[src/shared/dtec_defs.svh]
// Constants for the dual timer/event counter: register offsets, field
// positions, reset values and the instruction clock divider.
// Assumes it is included by the package and the design file by bare name.
`ifndef DTEC_DEFS_SVH
`define DTEC_DEFS_SVH

// ----------------------------------------------------------------------
// Register offsets on the byte-wide register port
// ----------------------------------------------------------------------
`define DTEC_ADDR_CNT0_HIGH  8'h0C
`define DTEC_ADDR_CNT0_LOW   8'h0D
`define DTEC_ADDR_CNT0_CTRL  8'h0E
`define DTEC_ADDR_CNT1_HIGH  8'h0F
`define DTEC_ADDR_CNT1_LOW   8'h10
`define DTEC_ADDR_CNT1_CTRL  8'h11
`define DTEC_ADDR_IRQ_CTRL   8'h2F

// ----------------------------------------------------------------------
// Control register fields
// ----------------------------------------------------------------------
`define DTEC_CTRL_EDGE_BIT   3
`define DTEC_CTRL_RUN_BIT    4
`define DTEC_CTRL_MODE_HI    7
`define DTEC_CTRL_MODE_LO    6
`define DTEC_CTRL_IMPL_MASK  8'hD8
`define DTEC_CTRL_RST        8'h08

// ----------------------------------------------------------------------
// Interrupt control register fields
// ----------------------------------------------------------------------
`define DTEC_IRQ_EN0_BIT     0
`define DTEC_IRQ_EN1_BIT     1
`define DTEC_IRQ_FLAG0_BIT   5
`define DTEC_IRQ_FLAG1_BIT   6

// ----------------------------------------------------------------------
// Mode codes, counter limits and instruction clock
// ----------------------------------------------------------------------
`define DTEC_MODE_OFF        2'h0
`define DTEC_MODE_EVENT      2'h1
`define DTEC_MODE_TIMER      2'h2
`define DTEC_MODE_PULSE      2'h3
`define DTEC_COUNT_MAX       16'hFFFF
`define DTEC_COUNT_ONE       16'h0001
`define DTEC_ICLK_DIV        4
`define DTEC_DIV_LAST        2'(`DTEC_ICLK_DIV - 1)

`endif

[src/shared/dtec_pkg.sv]
// Types shared by the dual timer/event counter design.
// Assumes dtec_defs.svh is reachable on the include path.
`include "dtec_defs.svh"

package dtec_pkg;

  // ----------------------------------------------------------------------
  // Operating mode held in the top two control bits
  // ----------------------------------------------------------------------
  typedef enum logic [1:0] {
    MODE_OFF   = `DTEC_MODE_OFF,
    MODE_EVENT = `DTEC_MODE_EVENT,
    MODE_PULSE = `DTEC_MODE_PULSE,
    MODE_TIMER = `DTEC_MODE_TIMER
  } dtec_mode_t;

  // ----------------------------------------------------------------------
  // Pulse-width measurement state
  // ----------------------------------------------------------------------
  typedef enum logic {
    PW_WAIT  = 1'b0,
    PW_COUNT = 1'b1
  } dtec_pw_t;

  // ----------------------------------------------------------------------
  // Whole state of the block
  // ----------------------------------------------------------------------
  typedef struct packed {
    logic [1:0]        div;
    logic [1:0]        pin_s1;
    logic [1:0]        pin_s2;
    logic [1:0]        pin_prev;
    logic [1:0][15:0]  count;
    logic [1:0][15:0]  preload;
    logic [1:0][7:0]   hold;
    logic [1:0][7:0]   ctrl;
    dtec_pw_t [1:0]    pw;
    logic [1:0]        flag;
    logic [1:0]        irq_en;
    logic [1:0]        irq;
    logic [1:0]        wake;
    logic [7:0]        rdata;
  } dtec_state_t;

endpackage : dtec_pkg

[src/dtec_top.sv]
// Two independent 16-bit count-up timer/event counters with preload,
// byte-wide register port, overflow flags, interrupt requests and wake-up.
// Assumes a synchronous register master on mclk and asynchronous count pins.
//
// Contract
// Each counter is 16-bit up-counter, clocked by pin or mclk divided by four.
// Low-byte write stores into holding buffer only.
// High-byte write loads preload high byte and buffer into preload low byte.
// High-byte read returns counter high byte and captures low byte into buffer.
// Low-byte read returns holding buffer, not the live counter.
// Control bits 7:6 select mode: 01 event, 10 timer, 11 pulse, 00 unused.
// Control bit 3 selects pin edge: 0 rising, 1 falling.
// Control bit 4 is run enable.
// Control bits 2:0 and 5 read as zero.
// Event mode counts selected pin edges; timer mode counts instruction clocks.
// Overflow past FFFF reloads preload and sets that counter's interrupt flag.
// Pulse mode starts on transition, counts until pin returns, then clears run.
// After a pulse measurement the result holds until run is set again.
// Pulse mode overflow also reloads and raises the flag.
// In event and timer modes only software clears run.
// Overflow is a wake-up event for the processor.
// Cleared interrupt enable blocks that counter's interrupt in every mode.
// Preload write while stopped also loads the counter.
// Preload write while running leaves counter until next overflow.
// Counter clock is blocked during a read of that counter.
// Two identical independent counters share only the instruction clock.
//
// Local design decision: the strobed register port.
`timescale 1ns/1ps
`include "dtec_defs.svh"

module dtec_top (
  // Clock, reset and freeze.
  input  wire logic        mclk,
  input  wire logic        rst_b,
  input  wire logic        clk_en,
  // Register port.
  input  wire logic [7:0]  addr,
  input  wire logic [7:0]  wdata,
  input  wire logic        wr,
  input  wire logic        rd,
  output logic      [7:0]  rdata,
  // Count pins, bit 0 for counter 0.
  input  wire logic [1:0]  count_pin,
  // Processor side.
  output logic      [1:0]  irq_request,
  output logic      [1:0]  wake_event
);

  // ----------------------------------------------------------------------
  // State
  // ----------------------------------------------------------------------
  dtec_pkg::dtec_state_t st;
  dtec_pkg::dtec_state_t next_st;
  logic [1:0]            ovf;
  logic [1:0]            tick;
  logic                  itick;

  // ----------------------------------------------------------------------
  // Next-state logic
  // ----------------------------------------------------------------------
  // One pass covers both counters; they only share the instruction tick.
  always_comb begin
    logic [7:0]             hi_a;
    logic [7:0]             lo_a;
    logic [7:0]             ct_a;
    logic                   run;
    logic                   edge_sel;
    logic                   rise;
    logic                   fall;
    logic                   start;
    logic                   stop;
    logic                   blocked;
    dtec_pkg::dtec_mode_t   mode;
    hi_a     = '0;
    lo_a     = '0;
    ct_a     = '0;
    run      = 1'b0;
    edge_sel = 1'b0;
    rise     = 1'b0;
    fall     = 1'b0;
    start    = 1'b0;
    stop     = 1'b0;
    blocked  = 1'b0;
    mode     = dtec_pkg::MODE_OFF;
    next_st  = st;
    ovf      = '0;
    tick     = '0;
    // Instruction clock is one mclk in four.
    itick            = (st.div == `DTEC_DIV_LAST);
    next_st.div      = st.div + 2'h1;
    // Pins pass two flops; the third stage only feeds the edge detectors.
    next_st.pin_s1   = count_pin;
    next_st.pin_s2   = st.pin_s1;
    next_st.pin_prev = st.pin_s2;
    next_st.rdata    = '0;
    next_st.wake     = '0;

    // Software write of enables and flags comes first so that an overflow
    // in the same cycle still sets its flag afterwards.
    if (wr && addr == `DTEC_ADDR_IRQ_CTRL) begin
      next_st.irq_en[0] = wdata[`DTEC_IRQ_EN0_BIT];
      next_st.irq_en[1] = wdata[`DTEC_IRQ_EN1_BIT];
      next_st.flag[0]   = wdata[`DTEC_IRQ_FLAG0_BIT];
      next_st.flag[1]   = wdata[`DTEC_IRQ_FLAG1_BIT];
    end

    for (int i = 0; i < 2; i++) begin
      hi_a     = (i == 0) ? `DTEC_ADDR_CNT0_HIGH : `DTEC_ADDR_CNT1_HIGH;
      lo_a     = (i == 0) ? `DTEC_ADDR_CNT0_LOW : `DTEC_ADDR_CNT1_LOW;
      ct_a     = (i == 0) ? `DTEC_ADDR_CNT0_CTRL : `DTEC_ADDR_CNT1_CTRL;
      run      = st.ctrl[i][`DTEC_CTRL_RUN_BIT];
      edge_sel = st.ctrl[i][`DTEC_CTRL_EDGE_BIT];
      mode     = dtec_pkg::dtec_mode_t'(st.ctrl[i][`DTEC_CTRL_MODE_HI:`DTEC_CTRL_MODE_LO]);
      rise     = st.pin_s2[i] & ~st.pin_prev[i];
      fall     = ~st.pin_s2[i] & st.pin_prev[i];
      // Reading either byte freezes the counter for that cycle; a pin edge
      // or instruction tick falling in it is lost.
      blocked  = rd && (addr == hi_a || addr == lo_a);

      unique case (mode)
        dtec_pkg::MODE_EVENT: begin
          tick[i] = run & (edge_sel ? fall : rise);
        end
        dtec_pkg::MODE_TIMER: begin
          tick[i] = run & itick;
        end
        dtec_pkg::MODE_PULSE: begin
          // Edge bit one measures a high pulse, zero a low pulse.
          start = edge_sel ? rise : fall;
          stop  = edge_sel ? fall : rise;
          unique case (st.pw[i])
            dtec_pkg::PW_WAIT: begin
              if (run && start) begin
                next_st.pw[i] = dtec_pkg::PW_COUNT;
              end
            end
            dtec_pkg::PW_COUNT: begin
              if (!run) begin
                next_st.pw[i] = dtec_pkg::PW_WAIT;
              end else if (stop) begin
                // Dropping run leaves the result frozen until software sets it.
                next_st.pw[i]                        = dtec_pkg::PW_WAIT;
                next_st.ctrl[i][`DTEC_CTRL_RUN_BIT]  = 1'b0;
              end else begin
                tick[i] = itick;
              end
            end
          endcase
        end
        dtec_pkg::MODE_OFF: begin
          tick[i] = 1'b0;
        end
      endcase
      if (mode != dtec_pkg::MODE_PULSE) begin
        next_st.pw[i] = dtec_pkg::PW_WAIT;
      end
      tick[i] = tick[i] & ~blocked;

      // Count up; wrap reloads from preload and raises the flag.
      if (tick[i]) begin
        if (st.count[i] == `DTEC_COUNT_MAX) begin
          next_st.count[i] = st.preload[i];
          ovf[i]           = 1'b1;
        end else begin
          next_st.count[i] = st.count[i] + `DTEC_COUNT_ONE;
        end
      end
      if (ovf[i]) begin
        next_st.flag[i] = 1'b1;
        next_st.wake[i] = 1'b1;
      end

      // Register writes for this counter.
      if (wr && addr == lo_a) begin
        next_st.hold[i] = wdata;
      end
      if (wr && addr == hi_a) begin
        next_st.preload[i] = {wdata, st.hold[i]};
        if (!run) begin
          next_st.count[i] = {wdata, st.hold[i]};
        end
        // While running the count is left alone until the next wrap.
      end
      if (wr && addr == ct_a) begin
        // Only this write clears run in event and timer modes.
        next_st.ctrl[i] = wdata & `DTEC_CTRL_IMPL_MASK;
      end
      if (rd && addr == hi_a) begin
        next_st.hold[i] = st.count[i][7:0];
      end
    end

    // Read data are registered and stand for one cycle only.
    if (rd) begin
      unique case (addr)
        `DTEC_ADDR_CNT0_HIGH: next_st.rdata = st.count[0][15:8];
        `DTEC_ADDR_CNT0_LOW:  next_st.rdata = st.hold[0];
        `DTEC_ADDR_CNT0_CTRL: next_st.rdata = st.ctrl[0] & `DTEC_CTRL_IMPL_MASK;
        `DTEC_ADDR_CNT1_HIGH: next_st.rdata = st.count[1][15:8];
        `DTEC_ADDR_CNT1_LOW:  next_st.rdata = st.hold[1];
        `DTEC_ADDR_CNT1_CTRL: next_st.rdata = st.ctrl[1] & `DTEC_CTRL_IMPL_MASK;
        `DTEC_ADDR_IRQ_CTRL: begin
          next_st.rdata                      = '0;
          next_st.rdata[`DTEC_IRQ_EN0_BIT]   = st.irq_en[0];
          next_st.rdata[`DTEC_IRQ_EN1_BIT]   = st.irq_en[1];
          next_st.rdata[`DTEC_IRQ_FLAG0_BIT] = st.flag[0];
          next_st.rdata[`DTEC_IRQ_FLAG1_BIT] = st.flag[1];
        end
        default: next_st.rdata = '0;
      endcase
    end

    // A disabled enable masks the request whatever the mode.
    next_st.irq = next_st.flag & next_st.irq_en;
  end

  // ----------------------------------------------------------------------
  // State register
  // ----------------------------------------------------------------------
  // Low clk_en freezes every bit, divider and synchronisers included.
  always_ff @(posedge mclk or negedge rst_b) begin
    if (!rst_b) begin
      st      <= '0;
      st.ctrl <= {2{`DTEC_CTRL_RST}};
    end else if (clk_en) begin
      st <= next_st;
    end
  end

  // ----------------------------------------------------------------------
  // Outputs
  // ----------------------------------------------------------------------
  assign rdata       = st.rdata;
  assign irq_request = st.irq;
  assign wake_event  = st.wake;
endmodule : dtec_top

[config.mk]
export PLATFORM = sky130hd
export DESIGN_NAME = dtec_top
export DESIGN_NICKNAME = d
export VERILOG_FILES = /design/src/shared/dtec_pkg.sv /design/src/dtec_top.sv
export VERILOG_INCLUDE_DIRS = /design/src /design/src/shared
export SDC_FILE = /design/constraint.sdc
export NUM_CORES = 1
export LEC_CHECK = 0
export BUFFER_PORTS_ARGS = -buffer_cell sky130_fd_sc_hd__buf_2
export CORE_MARGIN = 2
export CORE_UTILIZATION = 45
export CTS_CLUSTER_SIZE = 8
export DETAILED_ROUTE_END_ITERATION = 7
export HOLD_SLACK_MARGIN = 0.02
export PLACE_DENSITY = 0.73
export SLEW_MARGIN = 15
export SYNTH_ARGS = -nofsm -noshare
export SYNTH_HDL_FRONTEND = slang
export SYNTH_SLANG_ARGS = --single-unit
[constraint.sdc]
create_clock -name mclk -period 2.5 [get_ports mclk]
set_input_delay 0.375 -clock mclk [delete_from_list [all_inputs] [get_ports mclk]]
set_output_delay 0.375 -clock mclk [all_outputs]
set_load 0.05 [all_outputs]
==> flow_summary.json, run 1 <==
{
  "status": "finished, final reports clean",
  "grt_pass1_wl_um": 28600,
  "boundaryPins": 35,
  "synth_top_family_by_area": "simple AND/OR/NAND/NOR gates",
  "grt.total_usage_pct": 24.87,
  "dieArea_um2": 15420,
  "start_kind": "register",
  "ys.flop_type": "dfrtp_1",
  "crit_buf_inv": 0,
  "stdcell_area_um2": 7577,
  "grt.overflow.total": 0,
  "maxCapViolCount": 0,
  "wirelength_met1_um": 7574,
  "ctsLongestPathBuffers": 2,
  "first_iter_violations": 567,
  "die_x_um": 124.2,
  "worst_setup_path_end_kind": "register",
  "start_util_pct": 46.46,
  "insertion_delay_ns": 0.42,
  "synthSimpleGateAreaFrac_pct": 17.08,
  "cts.reportedPaths.clkPinSlew_ns": 0.05,
  "vias_per_cell": 6.105,
  "cts_tree": "done",
  "syn-cell-area_um2": 6499,
  "synth_area_leader_cell": "dfrtp_1",
  "synth_compound_area_share_pct": 16.52,
  "fin_ws_ns": 0.07421,
  "cts.sinks": 114,
  "power.density_nw_per_um2": 625.4,
  "hold_class": "in -> reg",
  "dp_slack_ns": 0.01907,
  "antenna_found_initial": 0,
  "dp_hpwl_um": 12570,
  "vdd_drop_max_v": 0.0006165,
  "grt_pass1_vias": 5408,
  "routed_wl_um": 17880,
  "die_h_um": 124.2,
  "syn-num-nets": 665,
  "final_max_slew_viol_count": 0,
  "min_period_ns": 2.426,
  "core_region_area_um2": 13990,
  "critPathArrivalTime_ns": 2.76,
  "synth_edf_count": 0,
  "synth_adder_area_share_pct": 1.348,
  "cp_cell_sequence": "ha_2 > and4_4 > nand3_4 > or4_4 > or3_1 > and3_1 > a211oi_2",
  "timing.final.crit_share_pct": 97.03,
  "ant_nets": 0,
  "whs_ns": 0.1967,
  "synth_most_common_cell": "dfrtp_1",
  "synthMuxAreaShare_pct": 13.50,
  "met2_length_um": 8726,
  "placed_cell_area_um2": 6984,
  "synth_seq_cells": 114,
  "syn-instance-count": 635,
  "synthDistinctLibCells": 77,
  "critPathTopFamily": "simple AND/OR/NAND/NOR gates",
  "maxSlewHeadroom_pct": 41.03,
  "multi_input_area_um2": 3332,
  "synthTopCellsByCount": "dfrtp_1, nand2_1, mux2_2, nor2_1, a21oi_1",
  "drive_gt1_share_pct": 27.51,
  "syn_to_final_growth_pct": 16.60,
  "critPathMaxStageDelay_ns": 0.61,
  "gp_congestion": 0.9494,
  "ys_warn_count": 0,
  "cts_buffers": 17,
  "worstSetupPathType": "reg -> reg",
  "ys_async_sr_fraction_pct": 100.0,
  "critPathSlowestCell": "or4_4",
  "hold_viol_final": 0,
  "fillers": 1223,
  "std_cell_rows": 43,
  "cp.required_ns": 2.83,
  "io_buffers": 34,
  "drc": 0,
  "final_nets": 715,
  "p_leak_nw": 3.468,
  "max_clock_freq_ghz": 0.4122,
  "worst-slew-pin-transition_ns": 0.8807,
  "root_buffer": "clkbuf_16",
  "grt_max_degree": 65,
  "path_max_fanout": 5,
  "route.vias.total": 5360,
  "ys_top_cells_by_area": "dfrtp_1, mux2_2, mux2i_1",
  "clock-skew-final_ns": 0.007470,
  "highest_layer": "met4",
  "synth_seq_area_share_pct": 43.94,
  "dr.pass1.iters": 7,
  "synth_area_per_cell_um2": 10.23,
  "htree_levels": 4,
  "post_drt_wl_per_cell_um": 20.37,
  "synth_xor_area_share_pct": 2.561,
  "setup_viol": 0,
  "yosysTopAreaCellShare_pct": 43.13,
  "dr_wl_met3_um": 1119,
  "diodes": 0,
  "seq_area_um2": 2855
}
## through the flow
| stage | std cells | setup TNS [ns] | utilization [%] | power, mW |
|---|---|---|---|---|
| after floorplan | 635 | 0 | - | 2.296 |
| after global placement | 844 | 0 | 49.93 | 2.461 |
| after detailed placement | 844 | 0 | 49.93 | 2.483 |
| after CTS | 878 | 0 | 54.08 | 4.768 |
| after global routing | 878 | -0.009236 | 54.17 | 4.928 |
| final | 878 | 0 | 54.17 | 4.739 |
## what timing repair did
action / in CTS / in global routing
hold buffers: 1 / 0
resized for setup: 2 / 2
setup endpoints to repair: 5 / 7
hold endpoints to repair: 35 / 0
buffers inserted: 1 / 0
gates cloned: 0 / 0
## final timing paths
check	slack, ns	endpoint	start	depth (start not counted)
setup / recovery	0.07	irq_request[0]	st[83]	7
setup reg to reg	0.07	irq_request[0]	st[83]	7
hold / removal	0.20	next_st[117]	count_pin[1]	2
hold reg to reg	0.48	rdata[2]	rdata[2]	1
min in group asynchronous	0.48	next_st[114]	rst_b	2
max in group asynchronous	1.30	st[75]	rst_b	3
## layer usage
| layer | global-route usage, % | vias to the layer above |
|---|---|---|
| li1 | - | 2452 |
| met1 | 32.24 | 2661 |
| met2 | 39.65 | 204 |
| met3 | 5.907 | 43 |
| met4 | 10.96 | 0 |
| met5 | 0 | - |
## area by class of cell
class / count / area share, %
Clock buffer: 22 / 6.258
Clock inverter: 10 / 1.106
Inverter: 19 / 0.9412
Multi-Input combinational cell: 456 / 43.97
Sequential cell: 114 / 37.68
Tap cell: 180 / 2.972
Timing Repair Buffer: 77 / 7.067
## registers in the layout, summed over array words and instances, names as in the netlist
name	flops
wake_event	2
next_st	4
irq_request	2
rdata	8
st	98
## cells by family after synthesis
family,Yosys count
AND/OR/NAND/NOR,203
AO/OA/AOI/OAI,148
flip-flops,114
multiplexers,79
buffers and inverters,65
XOR/XNOR,19
adder cells (fa/ha/maj),7
## worst reg2reg max path, stage by stage, from the launching register on
cell and delay, ns:
dfrtp_1 0.37, ha_2 0.22, and4_4 0.28, nand3_4 0.11, or4_4 0.61, or3_1 0.38
and3_1 0.20, a211oi_2 0.17
## cells in the final DEF (no fill, tap or decap), types with 3 or more instances in the layout
master     synthesis  routed
clkinv_2           0       6
xor2_1             9       9
clkbuf_16          0      17
a31oi_1            7       7
nand2_1           58      58
o221a_1            7       7
inv_1             19      19
a221o_1            6       6
o2bb2ai_1          8       8
and3_1             5       5
mux2_2            49      49
a21boi_0           3       3
nor4_1             5       5
o21ai_0           24      24
buf_4             15      40
mux2i_1           28      28
a222oi_1           4       4
nor3b_1            3       3
buf_2             10      33
clkbuf_8           0       3
a211oi_1           6       6
a21o_1             3       3
and2_1             4       4
o211ai_1           9       9
dfrtp_1          112     112
nand2b_1           3       3
xnor2_1           10      10
nor3_1             5       5
o22ai_1            8       8
nand4_1           11      11
o221a_2            7       7
and4_1             3       3
a21oi_1           31      31
nor2_1            49      48
ha_1               7       6
or4_1              3       3
nand3_1           26      26
buf_12             0       3
## report_power, final
| part | internal, mW | total [mW] | switching (mW) |
|---|---|---|---|
| registers | 1.94 | 2.06 | 0.118 |
| clock network | 1.43 | 2.27 | 0.838 |
| logic | 0.174 | 0.409 | 0.234 |
| total | 3.55 | 4.74 | 1.19 |
Note: power is estimated with default switching activity, not from simulation.
==> run 2, diff against run 1 <==
==> constraint.sdc (replaced) <==
create_clock -name mclk -period 2.3 [get_ports mclk]
set_input_delay 0.345 -clock mclk [delete_from_list [all_inputs] [get_ports mclk]]
set_output_delay 0.345 -clock mclk [all_outputs]
set_load 0.05 [all_outputs]
==> run 2 against run 1 <==
The flow now finishes with violations (hold timing). Wire length rose by 4.1%. First-iteration DRC count fell by 17%. Fmax is 8.3% higher. Sequential share of layout area fell by 1.5 points. Die area is the same. Final area is 4.2% higher. Non-clock buffer count increased by 27. Register-to-register slack barely moved. Cell count is 3.1% higher. Global-route usage rose by 1.0 points. Largest cell class unchanged.
==> flow_summary.json, run 2 (synthesis gave the netlist of run 1 again) <==
{
  "status": "finished, violations left",
  "violations": "hold timing",
  "layout_commonest_cell": "dfrtp_1",
  "min_period_ns": 2.239,
  "critPathMostFrequentCell": "nor2_1",
  "ant_nets": 0,
  "cp.required_ns": 2.60,
  "worst_setup_path_end_kind": "register",
  "maxCapViolCount": 0,
  "grt_pass1_vias": 5737,
  "largest_reg_flops": 98,
  "gp_congestion": 0.9295,
  "cts.reportedPaths.clkPinSlew_ns": 0.05,
  "std_cell_rows": 43,
  "final_nets": 742,
  "final_max_slew_viol_count": 0,
  "cts.sinks": 114,
  "grt.overflow.total": 0,
  "clkPwrFrac_pct": 50.7,
  "cts_tree": "done",
  "worstSetupPathType": "reg -> reg",
  "vias_per_cell": 6.165,
  "die_x_um": 124.2,
  "seqPwrFrac_pct": 40.6,
  "cts_buffers": 17,
  "drc": 0,
  "cp_cell_sequence": "inv_2 > ha_4 > nor2_1 > nor2b_1 > a32oi_2 > nor2_2 > nor2_1 > a221o_1",
  "stdcell_area_um2": 7895,
  "regMostFlops": "st",
  "utilization_pct": 56.44,
  "ctsLongestPathBuffers": 2,
  "rsz0062_at_grt": "true",
  "whs_ns": -0.004895,
  "p_sw_mw": 1.314,
  "timing.final.crit_share_pct": 97.34,
  "die_h_um": 124.2,
  "ff2ff_setup_slack_ns": 0.06,
  "first_iter_violations": 470,
  "critPathMaxStageDelay_ns": 0.42,
  "boundaryPins": 35,
  "dp_hpwl_um": 13060,
  "core_region_area_um2": 13990,
  "post_drt_wl_per_cell_um": 20.58,
  "power.density_nw_per_um2": 696.2,
  "internal_power_mw": 4.182,
  "critPathSlowestCell": "dfrtp_1",
  "swShare_pct": 23.91,
  "path_max_fanout": 9,
  "worst-slew-pin-transition_ns": 0.7109,
  "grt_pass1_wl_um": 29950,
  "grt_max_degree": 115,
  "antenna_found_initial": 0,
  "placed_cell_area_um2": 7227,
  "root_buffer": "clkbuf_16",
  "vdd_drop_max_v": 0.0005956,
  "syn_to_final_growth_pct": 21.49,
  "hold_viol_final": 3,
  "comb_power_share_pct": 8.7,
  "diodes": 0,
  "route.vias.total": 5579,
  "hold_class": "in -> async",
  "start_util_pct": 46.46,
  "routed_wl_um": 18630,
  "clock-skew-final_ns": 0.008622,
  "mostFrequentLayoutCells": "dfrtp_1, buf_4, nand2_1, mux2_2, nor2_1",
  "p_leak_nw": 3.634,
  "htree_levels": 4,
  "dieArea_um2": 15420,
  "grt.total_usage_pct": 25.91,
  "start_kind": "register",
  "postCtsSetupBuffers": 0,
  "setup_viol": 0,
  "maxSlewHeadroom_pct": 52.40,
  "insertion_delay_ns": 0.42,
  "max_clock_freq_ghz": 0.4467,
  "drive_gt1_share_pct": 30.76,
  "setup_tns_ns": 0,
  "dr.pass1.iters": 6,
  "critPathArrivalTime_ns": 2.53,
  "io_buffers": 34
}
==> run 2: changes by cell type in the layout (fill, tap and decap cells not counted), sizes merged <==
cell / change
dlygate4sd3: -1
clkbuf: +1
buf: +28
clkinv: -4
bufinv: +3
==> run 2: through the flow <==
stage / worst slack [ns] / cells / total power [mW]
final: 0.06113 / 905 / 5.496
after detailed placement: -0.1320 / 873 / 2.724
after global placement: -0.08945 / 873 / 2.691
after floorplan: 0.01461 / 635 / 2.495
after CTS: 0.02436 / 905 / 5.512
after global routing: -0.006874 / 905 / 5.676
==> run 2: timing repair <==
item,in CTS,in global routing
setup endpoints to repair,11,23
resized for setup,2,8
hold buffers,0,0
pin swaps,0,2
==> run 2: layout make-up <==
type | count | area, um2
fill | 1207 | 6093
multi-input combinational | 456 | 3359
sequential | 114 | 2856
timing repair buffer | 104 | 760.7
clock buffer | 23 | 467.9
tap | 180 | 225.2
clock inverter | 9 | 153.9
inverter | 19 | 71.32
==> run 2: power groups by stage <==
stage	clock, mW	sequential, mW	combinational, mW
4_1_cts	2.81	2.23	0.472
2_1_floorplan	0	2.22	0.278
6_report	2.78	2.23	0.479
3_5_place_dp	0	2.26	0.464
5_1_grt	2.90	2.24	0.530
3_3_place_gp	0	2.25	0.440
==> run 2: worst paths after layout <==
check	end	start	cells after the start
max reg2reg	st[92]	st[24]	8
min reg2reg	st[120]	st[120]	1
min in group mclk	next_st[116]	count_pin[0]	2
max in group asynchronous	next_st[117]	rst_b	2
min	st[62]	rst_b	2
max	st[92]	st[24]	8
==> run 2: layer usage <==
layer / vias up / track usage (%) / wire, um
li1: 2501 / - / -
met1: 2756 / 32.90 / 7579
met2: 250 / 42.45 / 9131
met3: 72 / 5.082 / 1192
met4: 0 / 12.36 / 722
met5: - / 0 / 0
==> run 2: worst max-delay path: cells and delay by family (launching register included) <==
kind / cells / cell delay (ns)
DFF: 1 / 0.42
buffers and inverters: 1 / 0.07
and+or+nand+nor: 4 / 0.77
adders and majority gates: 1 / 0.26
AOI/OAI and AO/OA: 2 / 0.58
==> run 3, diff against run 2 <==
--- a/config.mk
+++ b/config.mk
@@ -9,6 +9,7 @@
 export BUFFER_PORTS_ARGS = -buffer_cell sky130_fd_sc_hd__buf_2
 export CORE_MARGIN = 2
 export CORE_UTILIZATION = 45
+export CTS_BUF_LIST = sky130_fd_sc_hd__clkbuf_4 sky130_fd_sc_hd__clkbuf_8
 export CTS_CLUSTER_SIZE = 8
 export DETAILED_ROUTE_END_ITERATION = 7
 export HOLD_SLACK_MARGIN = 0.02
==> run 3 against run 2 <==
The run now ends clean. Utilization fell by 1.2 points. Via count fell by 1.7%. Non-clock buffer count rose by 1. Die area did not move. Sequential power barely moved. Wire length fell by 1.7%. Sequential share of layout area rose by 0.78 points. Critical path type unchanged.
==> flow_summary.json, run 3 (synthesis gave the netlist of run 1 again) <==
{
  "status": "finished, final reports clean",
  "vias_per_cell": 6.053,
  "core_region_area_um2": 13990,
  "critPathTopFamily": "simple AND/OR/NAND/NOR gates",
  "cp_cell_sequence": "inv_2 > ha_4 > nor2_1 > nor2b_1 > a32oi_2 > nor2_2 > nor2_1 > a221o_1",
  "min_period_ns": 2.226,
  "critPathMostFrequentCell": "nor2_1",
  "maxSlewHeadroom_pct": 52.79,
  "routed_wl_um": 18320,
  "cp.required_ns": 2.62,
  "syn_to_final_growth_pct": 18.93,
  "dp_hpwl_um": 13060,
  "drc": 0,
  "drive_gt1_share_pct": 31.27,
  "diodes": 0,
  "layout_commonest_cell": "dfrtp_1",
  "htree_levels": 4,
  "hold_class": "in -> reg",
  "power.density_nw_per_um2": 622.9,
  "hold_viol_final": 0,
  "grt_pass1_vias": 5714,
  "critPathMaxStageDelay_ns": 0.42,
  "timing.final.crit_share_pct": 96.79,
  "cts_tree": "done",
  "io_buffers": 34,
  "mostFrequentLayoutCells": "dfrtp_1, buf_4, nand2_1, mux2_2, nor2_1",
  "crit_buf_inv": 1,
  "vdd_drop_max_v": 0.0005007,
  "cts.sinks": 114,
  "die_x_um": 124.2,
  "start_kind": "register",
  "p_leak_nw": 3.564,
  "grt_pass1_wl_um": 29570,
  "cts_buffers": 17,
  "fin_ws_ns": 0.07387,
  "root_buffer": "clkbuf_8",
  "boundaryPins": 35,
  "ctsLongestPathBuffers": 2,
  "grt_max_degree": 115,
  "critPathSlowestCell": "dfrtp_1",
  "grt.total_usage_pct": 25.42,
  "std_cell_rows": 43,
  "ant_nets": 0,
  "final_nets": 743,
  "dp_slack_ns": -0.1320,
  "regMostFlops": "st",
  "fillers": 1234,
  "die_h_um": 124.2,
  "utilization_pct": 55.25,
  "worst-slew-pin-transition_ns": 0.7051,
  "route.vias.total": 5484,
  "cts.reportedPaths.clkPinSlew_ns": 0.07,
  "dr.pass1.iters": 5,
  "setup_tns_ns": 0,
  "largest_reg_flops": 98,
  "worstSetupPathType": "reg -> reg",
  "setup_viol": 0,
  "grt.overflow.total": 0,
  "first_iter_violations": 497,
  "max_clock_freq_ghz": 0.4492,
  "maxCapViolCount": 0,
  "rsz0062_at_grt": "true",
  "insertion_delay_ns": 0.44,
  "clock-skew-final_ns": 0.01001,
  "post_drt_wl_per_cell_um": 20.22,
  "worst_setup_path_end_kind": "register",
  "gp_congestion": 0.9295,
  "start_util_pct": 46.46,
  "dieArea_um2": 15420,
  "path_max_fanout": 9,
  "antenna_found_initial": 0,
  "critPathArrivalTime_ns": 2.55,
  "final_max_slew_viol_count": 0
}
-- run 3: changes by cell type in the layout (fill, tap and decap cells not counted), sizes merged --
cell / before / now
dlygate4sd3: 0 / 1
-- run 3: path summary, 6_finish.rpt --
kind / start / to / slack, ns / cells after the start
setup / recovery: st[24] / st[92] / 0.07 / 8
hold / removal: count_pin[0] / next_st[116] / 0.14 / 2
setup reg to reg: st[24] / st[92] / 0.07 / 8
hold reg to reg: st[120] / st[120] / 0.48 / 1
max in group asynchronous: rst_b / st[73] / 1.30 / 3
min in group asynchronous: rst_b / st[96] / 0.54 / 3
-- run 3: final cells by class --
type	instances	area (um2)	area share [%]
Clock buffer	23	291.5	3.772
Inverter	19	71.32	0.9228
Sequential cell	114	2856	36.96
Timing Repair Buffer	105	770.7	9.972
Clock inverter	9	153.9	1.991
Tap cell	180	225.2	2.914
Multi-Input combinational cell	456	3359	43.47
-- run 3: where the power goes --
| part | switching, mW | internal, mW | leakage, nW |
|---|---|---|---|
| sequential | 0.121 | 2.11 | 1.52 |
| clock | 0.825 | 1.28 | 0.224 |
| combinational | 0.270 | 0.205 | 1.82 |
| total | 1.22 | 3.60 | 3.56 |
-- run 3: through the flow --
stage / cells / hold slack (ns) / total power [mW] / cell area (um2)
finish: 906 / 0.1373 / 4.814 / 7729
global placement: 873 / 0.4618 / 2.691 / 7227
detailed placement: 873 / 0.4684 / 2.724 / 7227
global route: 906 / 0.1285 / 4.983 / 7729
CTS: 906 / 0.1274 / 4.822 / 7692
floorplan: 635 / 0.04941 / 2.495 / 6499
-- run 3: layer usage --
metal	vias up	track usage, %	share of wire [%]	wire length [um]
li1	2499	-	-	-
met1	2712	32.48	42	7760
met2	215	41.46	49	8975
met3	58	5.403	5.4	989
met4	0	11.38	3.2	590
met5	-	0	0	0
-- run 3: repair_timing --
action	4_1_cts	5_1_grt
buffers inserted	0	0
setup endpoints to repair	11	17
hold endpoints to repair	6	0
pin swaps	0	2
gates resized for setup	2	8
hold buffers	1	0
